**config.mk**
```make
export PLATFORM = sky130hd
export DESIGN_NAME = vid_dispatch
export DESIGN_NICKNAME = d
export VERILOG_FILES = /design/src/hw/vid_pkg.sv /design/src/hw/vid_dispatch.sv
export SDC_FILE = /design/constraint.sdc
export NUM_CORES = 2
export LEC_CHECK = 0
export BUFFER_PORTS_ARGS = -buffer_cell sky130_fd_sc_hd__buf_4
export CORE_MARGIN = 4
export CORE_UTILIZATION = 25
export CTS_CLUSTER_SIZE = 8
export DETAILED_ROUTE_END_ITERATION = 16
export PLACE_DENSITY = 0.49
export SLEW_MARGIN = 15
export SYNTH_ARGS = -nofsm -noshare
export SYNTH_HDL_FRONTEND = slang
export SYNTH_SLANG_ARGS = --single-unit
```
**constraint.sdc**
```tcl
create_clock -name clk_sys -period 10.1 [get_ports clk_sys]
set_clock_uncertainty 0.2 [all_clocks]
set_input_delay 1.01 -clock clk_sys [delete_from_list [all_inputs] [get_ports clk_sys]]
set_output_delay 1.01 -clock clk_sys [all_outputs]
set_load 0.05 [all_outputs]
```
**src/hw/vid_pkg.sv**
```systemverilog
/*
  vid_pkg: constants and types for the virtual-8086 interrupt dispatch sequencer.
  Assumes a 32-bit flat memory port on the core clock.
*/
package vid_pkg;
  // status word bit positions
  localparam int TF_BIT = 8;
  localparam int IF_BIT = 9;
  localparam int IO_PRIVILEGE_LEVEL_LO = 12;
  localparam int NT_BIT = 14;
  localparam int RF_BIT = 16;
  localparam int VM_BIT = 17;
  localparam logic [1:0] IO_PRIVILEGE_LEVEL_FULL = 2'h3;
  // task state segment offsets of the level-0 stack
  localparam logic [31:0] TSS_ESP0_OFS = 32'h0000_0004;
  localparam logic [31:0] TSS_SS0_OFS = 32'h0000_0008;
  // 8086 vector table sits at linear zero
  localparam logic [31:0] VEC_TABLE_BASE = 32'h0000_0000;
  localparam logic [31:0] SLOT32 = 32'h0000_0004;
  localparam logic [15:0] SLOT16 = 16'h0002;
  // last memory step of each sequence
  localparam logic [3:0] PM_LAST_ERR = 4'hB;
  localparam logic [3:0] PM_LAST = 4'hA;
  localparam logic [3:0] V86_LAST = 4'h3;
  localparam logic [3:0] IRPM_LAST = 4'h8;
  localparam logic [3:0] IRV86_LAST = 4'h2;
  typedef enum logic [2:0] {K_SWINT, K_EXT, K_DBG1, K_BKPT, K_INTERRUPT_RETURN} vid_kind_t;
  typedef enum logic [1:0] {M_PM, M_V86, M_IRPM, M_IRV86} vid_mode_t;
  typedef enum logic [1:0] {ST_IDLE, ST_ISSUE, ST_WAIT, ST_FINISH} vid_state_t;
  typedef struct packed {
    logic we;
    logic half;
    logic [31:0] addr;
    logic [31:0] wdata;
  } vid_mem_op_t;
  typedef struct packed {
    logic [15:0] es;
    logic [15:0] ds;
    logic [15:0] fs;
    logic [15:0] gs;
  } vid_seg_t;
endpackage

```
**src/hw/vid_dispatch.sv**
```systemverilog
/*
  vid_dispatch: picks the delivery path for software interrupts in virtual-8086
  mode, builds the handler frames and undoes them on interrupt return.
  Assumes the core holds its register inputs stable while busy is high and a
  memory that answers each held request with a one-cycle mem_ack.
*/
`timescale 1ns/100ps
module vid_dispatch (
  input logic clk_sys,
  input logic srst,
  input logic req_valid,
  input vid_pkg::vid_kind_t req_kind,
  input logic [7:0] req_vector,
  input logic err_valid,
  input logic [31:0] err_code,
  input logic long_mode,
  input logic virtual_mode_extensions_enable,
  input logic [255:0] redir_map,
  input logic gate_trap,
  input logic [15:0] gate_sel,
  input logic [31:0] gate_off,
  input logic [31:0] tss_base,
  input logic [31:0] psw_in,
  input logic [15:0] cs_in,
  input logic [31:0] eip_in,
  input logic [15:0] ss_in,
  input logic [31:0] esp_in,
  input vid_pkg::vid_seg_t seg_in,
  input logic mem_ack,
  input logic [31:0] mem_rdata,
  output logic mem_req_reg,
  output vid_pkg::vid_mem_op_t mem_op_reg,
  output logic busy_reg,
  output logic gp_fault_reg,
  output logic virt_int_reg,
  output logic not_taken_reg,
  output logic done_reg,
  output logic [31:0] res_psw_reg,
  output logic [15:0] res_cs_reg,
  output logic [31:0] res_eip_reg,
  output logic [15:0] res_ss_reg,
  output logic [31:0] res_esp_reg,
  output vid_pkg::vid_seg_t res_seg_reg
);
  vid_pkg::vid_state_t st_reg;
  vid_pkg::vid_mode_t mode_reg;
  logic [3:0] idx_reg;
  logic [31:0] sp_reg;
  logic [15:0] nss_reg;
  logic [31:0] psw_s, eip_s, esp_s, err_s, goff_s, tss_s;
  logic [15:0] cs_s, ss_s, gsel_s;
  logic [7:0] vec_s;
  logic errv_s, trap_s;
  vid_pkg::vid_seg_t seg_s;
  logic sw_take, ir_take, redir_bit, full_io_privilege_level;
  logic take_gp, take_virt, use_v86;
  logic [3:0] last_idx;
  vid_pkg::vid_mem_op_t op;
  logic [31:0] sp_next;
  logic [31:0] v86_base;

  // path selection; the map is only looked at when extensions are on
  assign full_io_privilege_level = psw_in[vid_pkg::IO_PRIVILEGE_LEVEL_LO +: 2] == vid_pkg::IO_PRIVILEGE_LEVEL_FULL;
  assign redir_bit = virtual_mode_extensions_enable & redir_map[req_vector];
  assign sw_take = req_valid & (req_kind == vid_pkg::K_SWINT) & psw_in[vid_pkg::VM_BIT]
                   & ~long_mode;
  assign ir_take = req_valid & (req_kind == vid_pkg::K_INTERRUPT_RETURN) & ~long_mode;
  assign take_gp = ~full_io_privilege_level & (~virtual_mode_extensions_enable | redir_bit);
  assign take_virt = ~full_io_privilege_level & virtual_mode_extensions_enable & ~redir_bit;
  assign use_v86 = full_io_privilege_level & virtual_mode_extensions_enable & ~redir_bit;
  assign v86_base = {12'h000, ss_s, 4'h0};

  // last memory step of the running sequence
  always_comb begin
    unique case (mode_reg)
      vid_pkg::M_PM: last_idx = errv_s ? vid_pkg::PM_LAST_ERR : vid_pkg::PM_LAST;
      vid_pkg::M_V86: last_idx = vid_pkg::V86_LAST;
      vid_pkg::M_IRPM: last_idx = vid_pkg::IRPM_LAST;
      vid_pkg::M_IRV86: last_idx = vid_pkg::IRV86_LAST;
    endcase
  end

  // memory step for the current index; new stack is taken as flat
  always_comb begin
    op = '0;
    sp_next = sp_reg;
    unique case (mode_reg)
      vid_pkg::M_PM: begin
        if (idx_reg == 4'h0) begin
          op.addr = tss_s + vid_pkg::TSS_ESP0_OFS;
        end else if (idx_reg == 4'h1) begin
          op.addr = tss_s + vid_pkg::TSS_SS0_OFS;
        end else begin
          sp_next = sp_reg - vid_pkg::SLOT32;
          op.we = 1'b1;
          op.addr = sp_next;
          unique case (idx_reg)
            4'h2: op.wdata = {16'h0000, seg_s.gs};
            4'h3: op.wdata = {16'h0000, seg_s.fs};
            4'h4: op.wdata = {16'h0000, seg_s.ds};
            4'h5: op.wdata = {16'h0000, seg_s.es};
            4'h6: op.wdata = {16'h0000, ss_s};
            4'h7: op.wdata = esp_s;
            4'h8: op.wdata = psw_s;
            4'h9: op.wdata = {16'h0000, cs_s};
            4'hA: op.wdata = eip_s;
            default: op.wdata = err_s;
          endcase
        end
      end
      vid_pkg::M_V86: begin
        if (idx_reg == 4'h3) begin
          op.addr = vid_pkg::VEC_TABLE_BASE + {22'h000000, vec_s, 2'b00};
        end else begin
          sp_next = {16'h0000, sp_reg[15:0] - vid_pkg::SLOT16};
          op.we = 1'b1;
          op.half = 1'b1;
          op.addr = v86_base + sp_next;
          unique case (idx_reg)
            4'h0: op.wdata = {16'h0000, psw_s[15:0]};
            4'h1: op.wdata = {16'h0000, cs_s};
            default: op.wdata = {16'h0000, eip_s[15:0]};
          endcase
        end
      end
      vid_pkg::M_IRPM: begin
        op.addr = sp_reg;
        sp_next = sp_reg + vid_pkg::SLOT32;
      end
      vid_pkg::M_IRV86: begin
        op.half = 1'b1;
        op.addr = v86_base + {16'h0000, sp_reg[15:0]};
        sp_next = {16'h0000, sp_reg[15:0] + vid_pkg::SLOT16};
      end
    endcase
  end

  // sequencer; requests arriving while busy are not looked at
  always_ff @(posedge clk_sys) begin
    if (srst) begin
      st_reg <= vid_pkg::ST_IDLE;
      mode_reg <= vid_pkg::M_PM;
      idx_reg <= 4'h0;
      busy_reg <= 1'b0;
    end else begin
      unique case (st_reg)
        vid_pkg::ST_IDLE: begin
          idx_reg <= 4'h0;
          if (sw_take && (full_io_privilege_level && !use_v86)) begin
            mode_reg <= vid_pkg::M_PM;
            st_reg <= vid_pkg::ST_ISSUE;
            busy_reg <= 1'b1;
          end else if (sw_take && use_v86) begin
            mode_reg <= vid_pkg::M_V86;
            st_reg <= vid_pkg::ST_ISSUE;
            busy_reg <= 1'b1;
          end else if (ir_take) begin
            mode_reg <= psw_in[vid_pkg::VM_BIT] ? vid_pkg::M_IRV86 : vid_pkg::M_IRPM;
            st_reg <= vid_pkg::ST_ISSUE;
            busy_reg <= 1'b1;
          end
        end
        vid_pkg::ST_ISSUE: st_reg <= vid_pkg::ST_WAIT;
        vid_pkg::ST_WAIT: begin
          if (mem_ack) begin
            idx_reg <= idx_reg + 4'h1;
            st_reg <= (idx_reg == last_idx) ? vid_pkg::ST_FINISH : vid_pkg::ST_ISSUE;
          end
        end
        vid_pkg::ST_FINISH: begin
          st_reg <= vid_pkg::ST_IDLE;
          busy_reg <= 1'b0;
        end
      endcase
    end
  end

  // memory port; the request holds until acknowledged
  always_ff @(posedge clk_sys) begin
    if (srst) begin
      mem_req_reg <= 1'b0;
      mem_op_reg <= '0;
    end else if (st_reg == vid_pkg::ST_ISSUE) begin
      mem_req_reg <= 1'b1;
      mem_op_reg <= op;
    end else if (st_reg == vid_pkg::ST_WAIT && mem_ack) begin
      mem_req_reg <= 1'b0;
    end
  end

  // one-cycle outcome pulses
  always_ff @(posedge clk_sys) begin
    if (srst) begin
      gp_fault_reg <= 1'b0;
      virt_int_reg <= 1'b0;
      not_taken_reg <= 1'b0;
      done_reg <= 1'b0;
    end else begin
      gp_fault_reg <= (st_reg == vid_pkg::ST_IDLE) && sw_take && take_gp;
      virt_int_reg <= (st_reg == vid_pkg::ST_IDLE) && sw_take && take_virt;
      not_taken_reg <= (st_reg == vid_pkg::ST_IDLE) && req_valid && !sw_take && !ir_take;
      done_reg <= st_reg == vid_pkg::ST_FINISH;
    end
  end

  // snapshot of the interrupted context at acceptance
  always_ff @(posedge clk_sys) begin
    if (srst) begin
      {psw_s, eip_s, esp_s, err_s, goff_s, tss_s} <= '0;
      {cs_s, ss_s, gsel_s, vec_s, errv_s, trap_s} <= '0;
      seg_s <= '0;
    end else if (st_reg == vid_pkg::ST_IDLE && (sw_take || ir_take)) begin
      {psw_s, eip_s, esp_s, err_s, goff_s, tss_s} <=
        {psw_in, eip_in, esp_in, err_code, gate_off, tss_base};
      {cs_s, ss_s, gsel_s, vec_s, errv_s, trap_s} <=
        {cs_in, ss_in, gate_sel, req_vector, err_valid, gate_trap};
      seg_s <= seg_in;
    end
  end

  // stack pointer walk; in the protected-mode path the first read loads the level-0 pointer
  always_ff @(posedge clk_sys) begin
    if (srst) begin
      sp_reg <= '0;
      nss_reg <= '0;
    end else if (st_reg == vid_pkg::ST_IDLE) begin
      sp_reg <= esp_in;
    end else if (st_reg == vid_pkg::ST_WAIT && mem_ack) begin
      sp_reg <= (mode_reg == vid_pkg::M_PM && idx_reg == 4'h0) ? mem_rdata : sp_next;
      if (mode_reg == vid_pkg::M_PM && idx_reg == 4'h1) begin
        nss_reg <= mem_rdata[15:0];
      end
    end
  end

  // resulting architectural state, valid when done pulses
  always_ff @(posedge clk_sys) begin
    if (srst) begin
      res_psw_reg <= '0;
      res_cs_reg <= '0;
      res_eip_reg <= '0;
      res_ss_reg <= '0;
      res_esp_reg <= '0;
      res_seg_reg <= '0;
    end else if (st_reg == vid_pkg::ST_WAIT && mem_ack) begin
      if (mode_reg == vid_pkg::M_V86 && idx_reg == 4'h3) begin
        res_eip_reg <= {16'h0000, mem_rdata[15:0]};
        res_cs_reg <= mem_rdata[31:16];
      end else if (mode_reg == vid_pkg::M_IRPM) begin
        unique case (idx_reg)
          4'h0: res_eip_reg <= mem_rdata;
          4'h1: res_cs_reg <= mem_rdata[15:0];
          4'h2: res_psw_reg <= mem_rdata;
          4'h3: res_esp_reg <= mem_rdata;
          4'h4: res_ss_reg <= mem_rdata[15:0];
          4'h5: res_seg_reg.es <= mem_rdata[15:0];
          4'h6: res_seg_reg.ds <= mem_rdata[15:0];
          4'h7: res_seg_reg.fs <= mem_rdata[15:0];
          default: res_seg_reg.gs <= mem_rdata[15:0];
        endcase
      end else if (mode_reg == vid_pkg::M_IRV86) begin
        unique case (idx_reg)
          4'h0: res_eip_reg <= {16'h0000, mem_rdata[15:0]};
          4'h1: res_cs_reg <= mem_rdata[15:0];
          default: res_psw_reg <= {psw_s[31:16], mem_rdata[15:0]};
        endcase
      end
    end else if (st_reg == vid_pkg::ST_FINISH) begin
      if (mode_reg == vid_pkg::M_PM) begin
        res_psw_reg <= psw_s;
        res_psw_reg[vid_pkg::TF_BIT] <= 1'b0;
        res_psw_reg[vid_pkg::NT_BIT] <= 1'b0;
        res_psw_reg[vid_pkg::RF_BIT] <= 1'b0;
        res_psw_reg[vid_pkg::VM_BIT] <= 1'b0;
        res_psw_reg[vid_pkg::IF_BIT] <= trap_s & psw_s[vid_pkg::IF_BIT];
        res_cs_reg <= gsel_s;
        res_eip_reg <= goff_s;
        res_ss_reg <= nss_reg;
        res_esp_reg <= sp_reg;
        res_seg_reg <= '0;
      end else if (mode_reg == vid_pkg::M_V86) begin
        res_psw_reg <= psw_s;
        res_psw_reg[vid_pkg::IF_BIT] <= 1'b0;
        res_psw_reg[vid_pkg::RF_BIT] <= 1'b0;
        res_ss_reg <= ss_s;
        res_esp_reg <= {esp_s[31:16], sp_reg[15:0]};
        res_seg_reg <= seg_s;
      end else if (mode_reg == vid_pkg::M_IRV86) begin
        res_ss_reg <= ss_s;
        res_esp_reg <= {esp_s[31:16], sp_reg[15:0]};
        res_seg_reg <= seg_s;
      end
    end
  end
endmodule // vid_dispatch

```
**Word-level counts from Yosys, hierarchy flattened**

Index checks and enable logic that the tools add are counted.

- Add/subtract/negate cells: 9
- Magnitude comparators: 1
- Equality and inequality tests: 38
- Muxes and demuxes: 95
- Bitwise gates (word level): 18
- Reduce and logical (&&, ||, !) cells: 48

Operator list:

| operator | count |
|---|---|
| $mux 32 | 36 |
| $mux 64 | 7 |
| $mux 16 | 19 |
| $pmux 32 s9 | 1 |
| $pmux 32 s4 | 2 |
| $add 32x3->32 const B | 2 |
| $pmux 32 s2 | 1 |
| $add 20x16->21 | 2 |
| $reduce_and 5->1 | 7 |
| $add 32x4->32 const B | 1 |
| $pmux 16 s2 | 1 |
| $sub 32x3->32 const B | 1 |
| $mux 21 | 1 |
| $ne 4x4->1 const B | 5 |
| $mux 2 | 9 |
| $add 16x2->16 const B | 1 |
| $eq 4x3->1 const B | 4 |
| $pmux 4 s4 | 1 |
| $sub 16x2->16 const B | 1 |
| $logic_and 1x1->1 | 14 |
| $and 1x1->1 | 12 |
| $eq 4x4->1 const B | 3 |
| $ne 2x1->1 const B | 6 |
| $reduce_bool 2->1 | 6 |
| 34 further kinds | 66 |

- Flip-flop bits (word level): 634
- Input port bits: 611
- Word-level logic and storage cells: 249

**Logic depth before layout (Yosys ltp)**

- Word-level depth: 10
- Depth in mapped cells: 15
- Depth with buffers taken out: 14

**Worst setup path after synthesis**

No wires, ideal clock.

- Path type: input to register
- From: in req_vector[0]
- To: reg gp_fault_reg
- Setup time: 0.116 ns
- Arrival: 3.392 ns
- Setup slack: 6.391 ns
- Cell stages on the path: 11
- Path buffers: 4
- Cells stage by stage: buf_4 > buf_4 > buf_4 > buf_2 > mux4_2 > mux2i_1 > mux2i_1 > a211oi_1 > a31oi_1 > o311a_1 > and4_1

- Longest elaborated chain between the ends: 6

RTL lines:

| what | RTL line | RTL |
|---|---|---|
| start, declared | vid_dispatch.sv:13 | `input logic [7:0] req_vector,` |
| $bmux 1 s8 | vid_dispatch.sv:64 | `assign redir_bit = virtual_mode_extensions_enable & redir_map[req_vector];` |
| $mux 1 (not written as such) | vid_dispatch.sv:64 |  |
| $and 1x1->1 | vid_dispatch.sv:64 |  |
| $or 1x1->1 | vid_dispatch.sv:68 | `assign take_gp = ~full_io_privilege_level & (~virtual_mode_extensions_enable \| redir_bit);` |
| $and 1x1->1 | vid_dispatch.sv:68 |  |
| $logic_and 1x1->1 | vid_dispatch.sv:199 | `gp_fault_reg <= (st_reg == vid_pkg::ST_IDLE) && sw_take && take_gp;` |
| end signal, assigned | vid_dispatch.sv:199 |  |
| end, declared | vid_dispatch.sv:34 | `output logic gp_fault_reg,` |

Every way passes these cells. The select of a mux whose other input is x is not followed.
A chain may end at the register's enable or synchronous reset.

**Worst setup path after layout**

- From: reg sp_reg[3]
- To: reg mem_op_reg[51] (netlist bit)

- Longest elaborated chain between the ends: 4

RTL lines:

| what | RTL line | RTL |
|---|---|---|
| start, declared | vid_dispatch.sv:48 | `logic [31:0] sp_reg;` |
| start signal, assigned | vid_dispatch.sv:227 | `sp_reg <= esp_in;` |
| start signal, assigned | vid_dispatch.sv:229 | `sp_reg <= (mode_reg == vid_pkg::M_PM && idx_reg == 4'h0) ? mem_rdata : sp_next;` |
| $sub 16x2->16 / $sub 32x3->32 (equally long branches) | vid_dispatch.sv:115, vid_dispatch.sv:94 |  |
| $add 20x16->21 / $mux 32 (equally long branches) | vid_dispatch.sv:118, vid_dispatch.sv:91 |  |
| $mux 21 / $mux 32 (equally long branches) | vid_dispatch.sv:112, vid_dispatch.sv:89 |  |
| $pmux 32 s4 * | vid_dispatch.sv:87 | `unique case (mode_reg)` |
| end signal, assigned | vid_dispatch.sv:185 | `mem_op_reg <= op;` |
| end, declared | vid_dispatch.sv:32 | `output vid_pkg::vid_mem_op_t mem_op_reg,` |

Mark *: on every way between the ends. The rest lies on a longest branch, timed or not.

==> impl_metrics.toml <==
[worst_setup_path]
crit_type = "reg -> reg"
end_kind = "flip-flop"
reg2reg_slack_ns = 5.54
required_ns = 10.39
r2r_start = "sp_reg[3]$_SDFFE_PP0P_"
worstPathArrival_ns = 4.85
reg2reg_to = "mem_op_reg[51]$_SDFFE_PP0P_"
ff2ff_path_depth = 14
path_max_fanout = 14
startpoint_type = "flip-flop"

[clocking]
cts_hold_buf = 0
cts_resized = 0
insertion_delay_ns = 0.69
ctsHtreeMaxLevel = 3
ctsLongestPathBuffers = 3
clk_pin_slew_ns = 0.06
cts-root-buf = "clkbuf_16"
cts.sinks = 634
numCtsBuffers = 90
cts_tree = "done"
cts_setup_buffers = 0

[layout]
largest_reg_flops = 66
stdcell_count = 6683
final_area_um2 = 43300
final_common_cell = "nand2_1"
fin_nets = 5565
drive_gt1_share_pct = 23.6
layout_common_cells = "959 x nand2_1, 934 x buf_4, 632 x dfxtp_1"
syn_to_final_growth_pct = 31.6

[logic_synthesis]
synth.distinct_cells = 86
syn-num-nets = 4937
synthFlopType = "dfxtp_1"
synth_edf_count = 0
syn_area_um2 = 32900
avgSynthCellArea_um2 = 7.68
ys.warnings.count = 0
netlist_instances = 4285
ys_ff_latch = 634
seq_area_frac_synth_pct = 38.5
ys_async_sr_fraction_pct = 0

[global_routing]
use_met1_pct = 34.2
met3_usage_pct = 6.79
grt_pass1_wl_um = 272000
top_usage_layer = "met2"
use_met2_pct = 46.1
grt_max_degree = 199
grt_pass1_vias = 34900
grt_use_total_pct = 27.5
grt_antenna_before_repair = 46
overflow = 0

[detailed_routing]
drc = 0
drtAntennaViolNets = 0
routedWlPerCell_um = 29.9
vias_per_cell = 5.52
drtIter0Drc = 4416
drt-total-wl_um = 200000
drtPass1Iterations = 6
vias = 36900

[floorplanning]
num_rows = 132
initial_utilization_pct = 25.3
die-area_um2 = 138000
die_h_um = 371
fp.dieW_um = 371
core_um2 = 130000
io_pins = 875

[power]
ir_drop_v = 0.000121
powerDensity_nw_per_um2 = 175
p_leak_uw = 0.0160
p_total_uw = 7570

[outcome]
status = "complete, no violations"

[sta]
maxSlewHeadroom_pct = 6.65
setup-violations-final = 0
rsz0062_at_grt = "false"
worst_slew_pin_slew_ns = 1.40
fmax_ghz = 0.219
period_needed_ns = 4.56
finalHoldViolations = 0
slew_viol_final = 0
tns_ns = 0
fin_crit_sh_pct = 45.1

[place]
dp_hpwl_um = 151000
gp_congestion = 0.972
dpl_cell_area_um2 = 40800
io_buffers = 874
placed_cells = 6562

[worst_hold_path]
worstHoldEndpoint = "res_esp_reg[29]$_SDFFE_PP0P_"
holdPathStages = 2
min_from = "res_esp_reg[29]$_SDFFE_PP0P_"
hp-class = "reg -> reg"

[flow_run]
drv_cap = 0
-- where the power goes --
group / total [µW] / internal [µW] / leakage [µW] / switching [µW]
Sequential: 2840 / 2640 / 0.00513 / 196
Combinational: 1890 / 646 / 0.00962 / 1240
Clock: 2840 / 1630 / 0.00121 / 1220
Total: 7570 / 4920 / 0.0160 / 2660
-- cell usage after synthesis, types with 42 or more instances --
| cell type | instances | area [µm²] |
|---|---|---|
| nand3_1 | 66 | 330 |
| mux2i_1 | 63 | 631 |
| nor2_1 | 360 | 1350 |
| a211oi_1 | 181 | 1360 |
| dfxtp_1 | 634 | 12700 |
| nand2_1 | 964 | 3620 |
| buf_1 | 54 | 203 |
| a21oi_1 | 615 | 3080 |
| nor3_1 | 67 | 335 |
| o21ai_0 | 144 | 721 |
| a311oi_1 | 46 | 403 |
| o211ai_1 | 43 | 323 |
| mux4_2 | 67 | 1510 |
| clkbuf_1 | 330 | 1240 |
| and3_1 | 44 | 275 |
| inv_1 | 42 | 158 |
-- cell type report --
| type | instances | area, µm² |
|---|---|---|
| multi-input combinational | 3205 | 18700 |
| clock inverter | 9 | 186 |
| timing repair buffer | 939 | 7110 |
| antenna | 16 | 40.0 |
| inverter | 43 | 161 |
| fill | 14200 | 86800 |
| sequential | 634 | 12700 |
| clock buffer | 95 | 2290 |
| tap | 1742 | 2180 |
-- cells by family (layout without fill, tap and decap cells) --
family	count (synthesis)	in the layout	synth area share [%]
AND/OR/NAND/NOR	1656	1656	21.3
AO/OA/AOI/OAI	1307	1307	24.9
flip-flops	634	634	38.5
buffers and inverters	446	1086	5.21
multiplexers	135	135	6.67
XOR/XNOR	66	66	1.76
adder cells (fa/ha/maj)	41	41	1.60
other	0	16	0
-- critical path, cell delays in order (launching register included) --
cell and delay (ns):
dfxtp_1 0.49, inv_1 0.22, ha_1 0.35, nor4b_1 0.67, nand3b_1 0.20, a21oi_1 0.19, xor2_1 0.25, ha_1 0.31
a21oi_1 0.21, nand2_1 0.10, o211ai_1 0.34, a311oi_1 0.16, xor2_1 0.17, a221oi_1 0.35, o32ai_1 0.13
-- per-stage QoR --
stage | util (%) | setup WS (ns) | hold WS (ns)
after global placement | 31.3 | 5.49 | 0.239
after global routing | 33.3 | 5.34 | 0.265
final | 33.3 | 5.54 | 0.250
after floorplan | - | 6.39 | 0.232
after CTS | 33.2 | 5.75 | 0.250
after detailed placement | 31.3 | 5.47 | 0.245
-- per-layer routing --
| layer | wire length (µm) | part of all wire (%) | up-vias |
|---|---|---|---|
| li1 | - | - | 16600 |
| met1 | 78200 | 39 | 18000 |
| met2 | 94900 | 48 | 1913 |
| met3 | 18500 | 9.3 | 340 |
| met4 | 7860 | 3.9 | 30 |
| met5 | 208 | 0.10 | - |
-- worst max-delay path by stage --
stage / slack, ns / startpoint / cells past startpoint / to
2_1_floorplan: 6.39 / req_vector[0] / 11 / gp_fault_reg$_SDFF_PP0_
3_3_place_gp: 5.49 / req_vector[0] / 8 / gp_fault_reg$_SDFF_PP0_
3_5_place_dp: 5.47 / req_vector[0] / 8 / gp_fault_reg$_SDFF_PP0_
4_1_cts: 5.75 / st_reg[0]$_SDFFE_PP0P_ / 10 / res_esp_reg[22]$_SDFFE_PP0P_
5_1_grt: 5.34 / sp_reg[2]$_SDFFE_PP0P_ / 14 / mem_op_reg[51]$_SDFFE_PP0P_
6_report: 5.54 / sp_reg[3]$_SDFFE_PP0P_ / 14 / mem_op_reg[51]$_SDFFE_PP0P_
(Power assumes the default switching activity.)
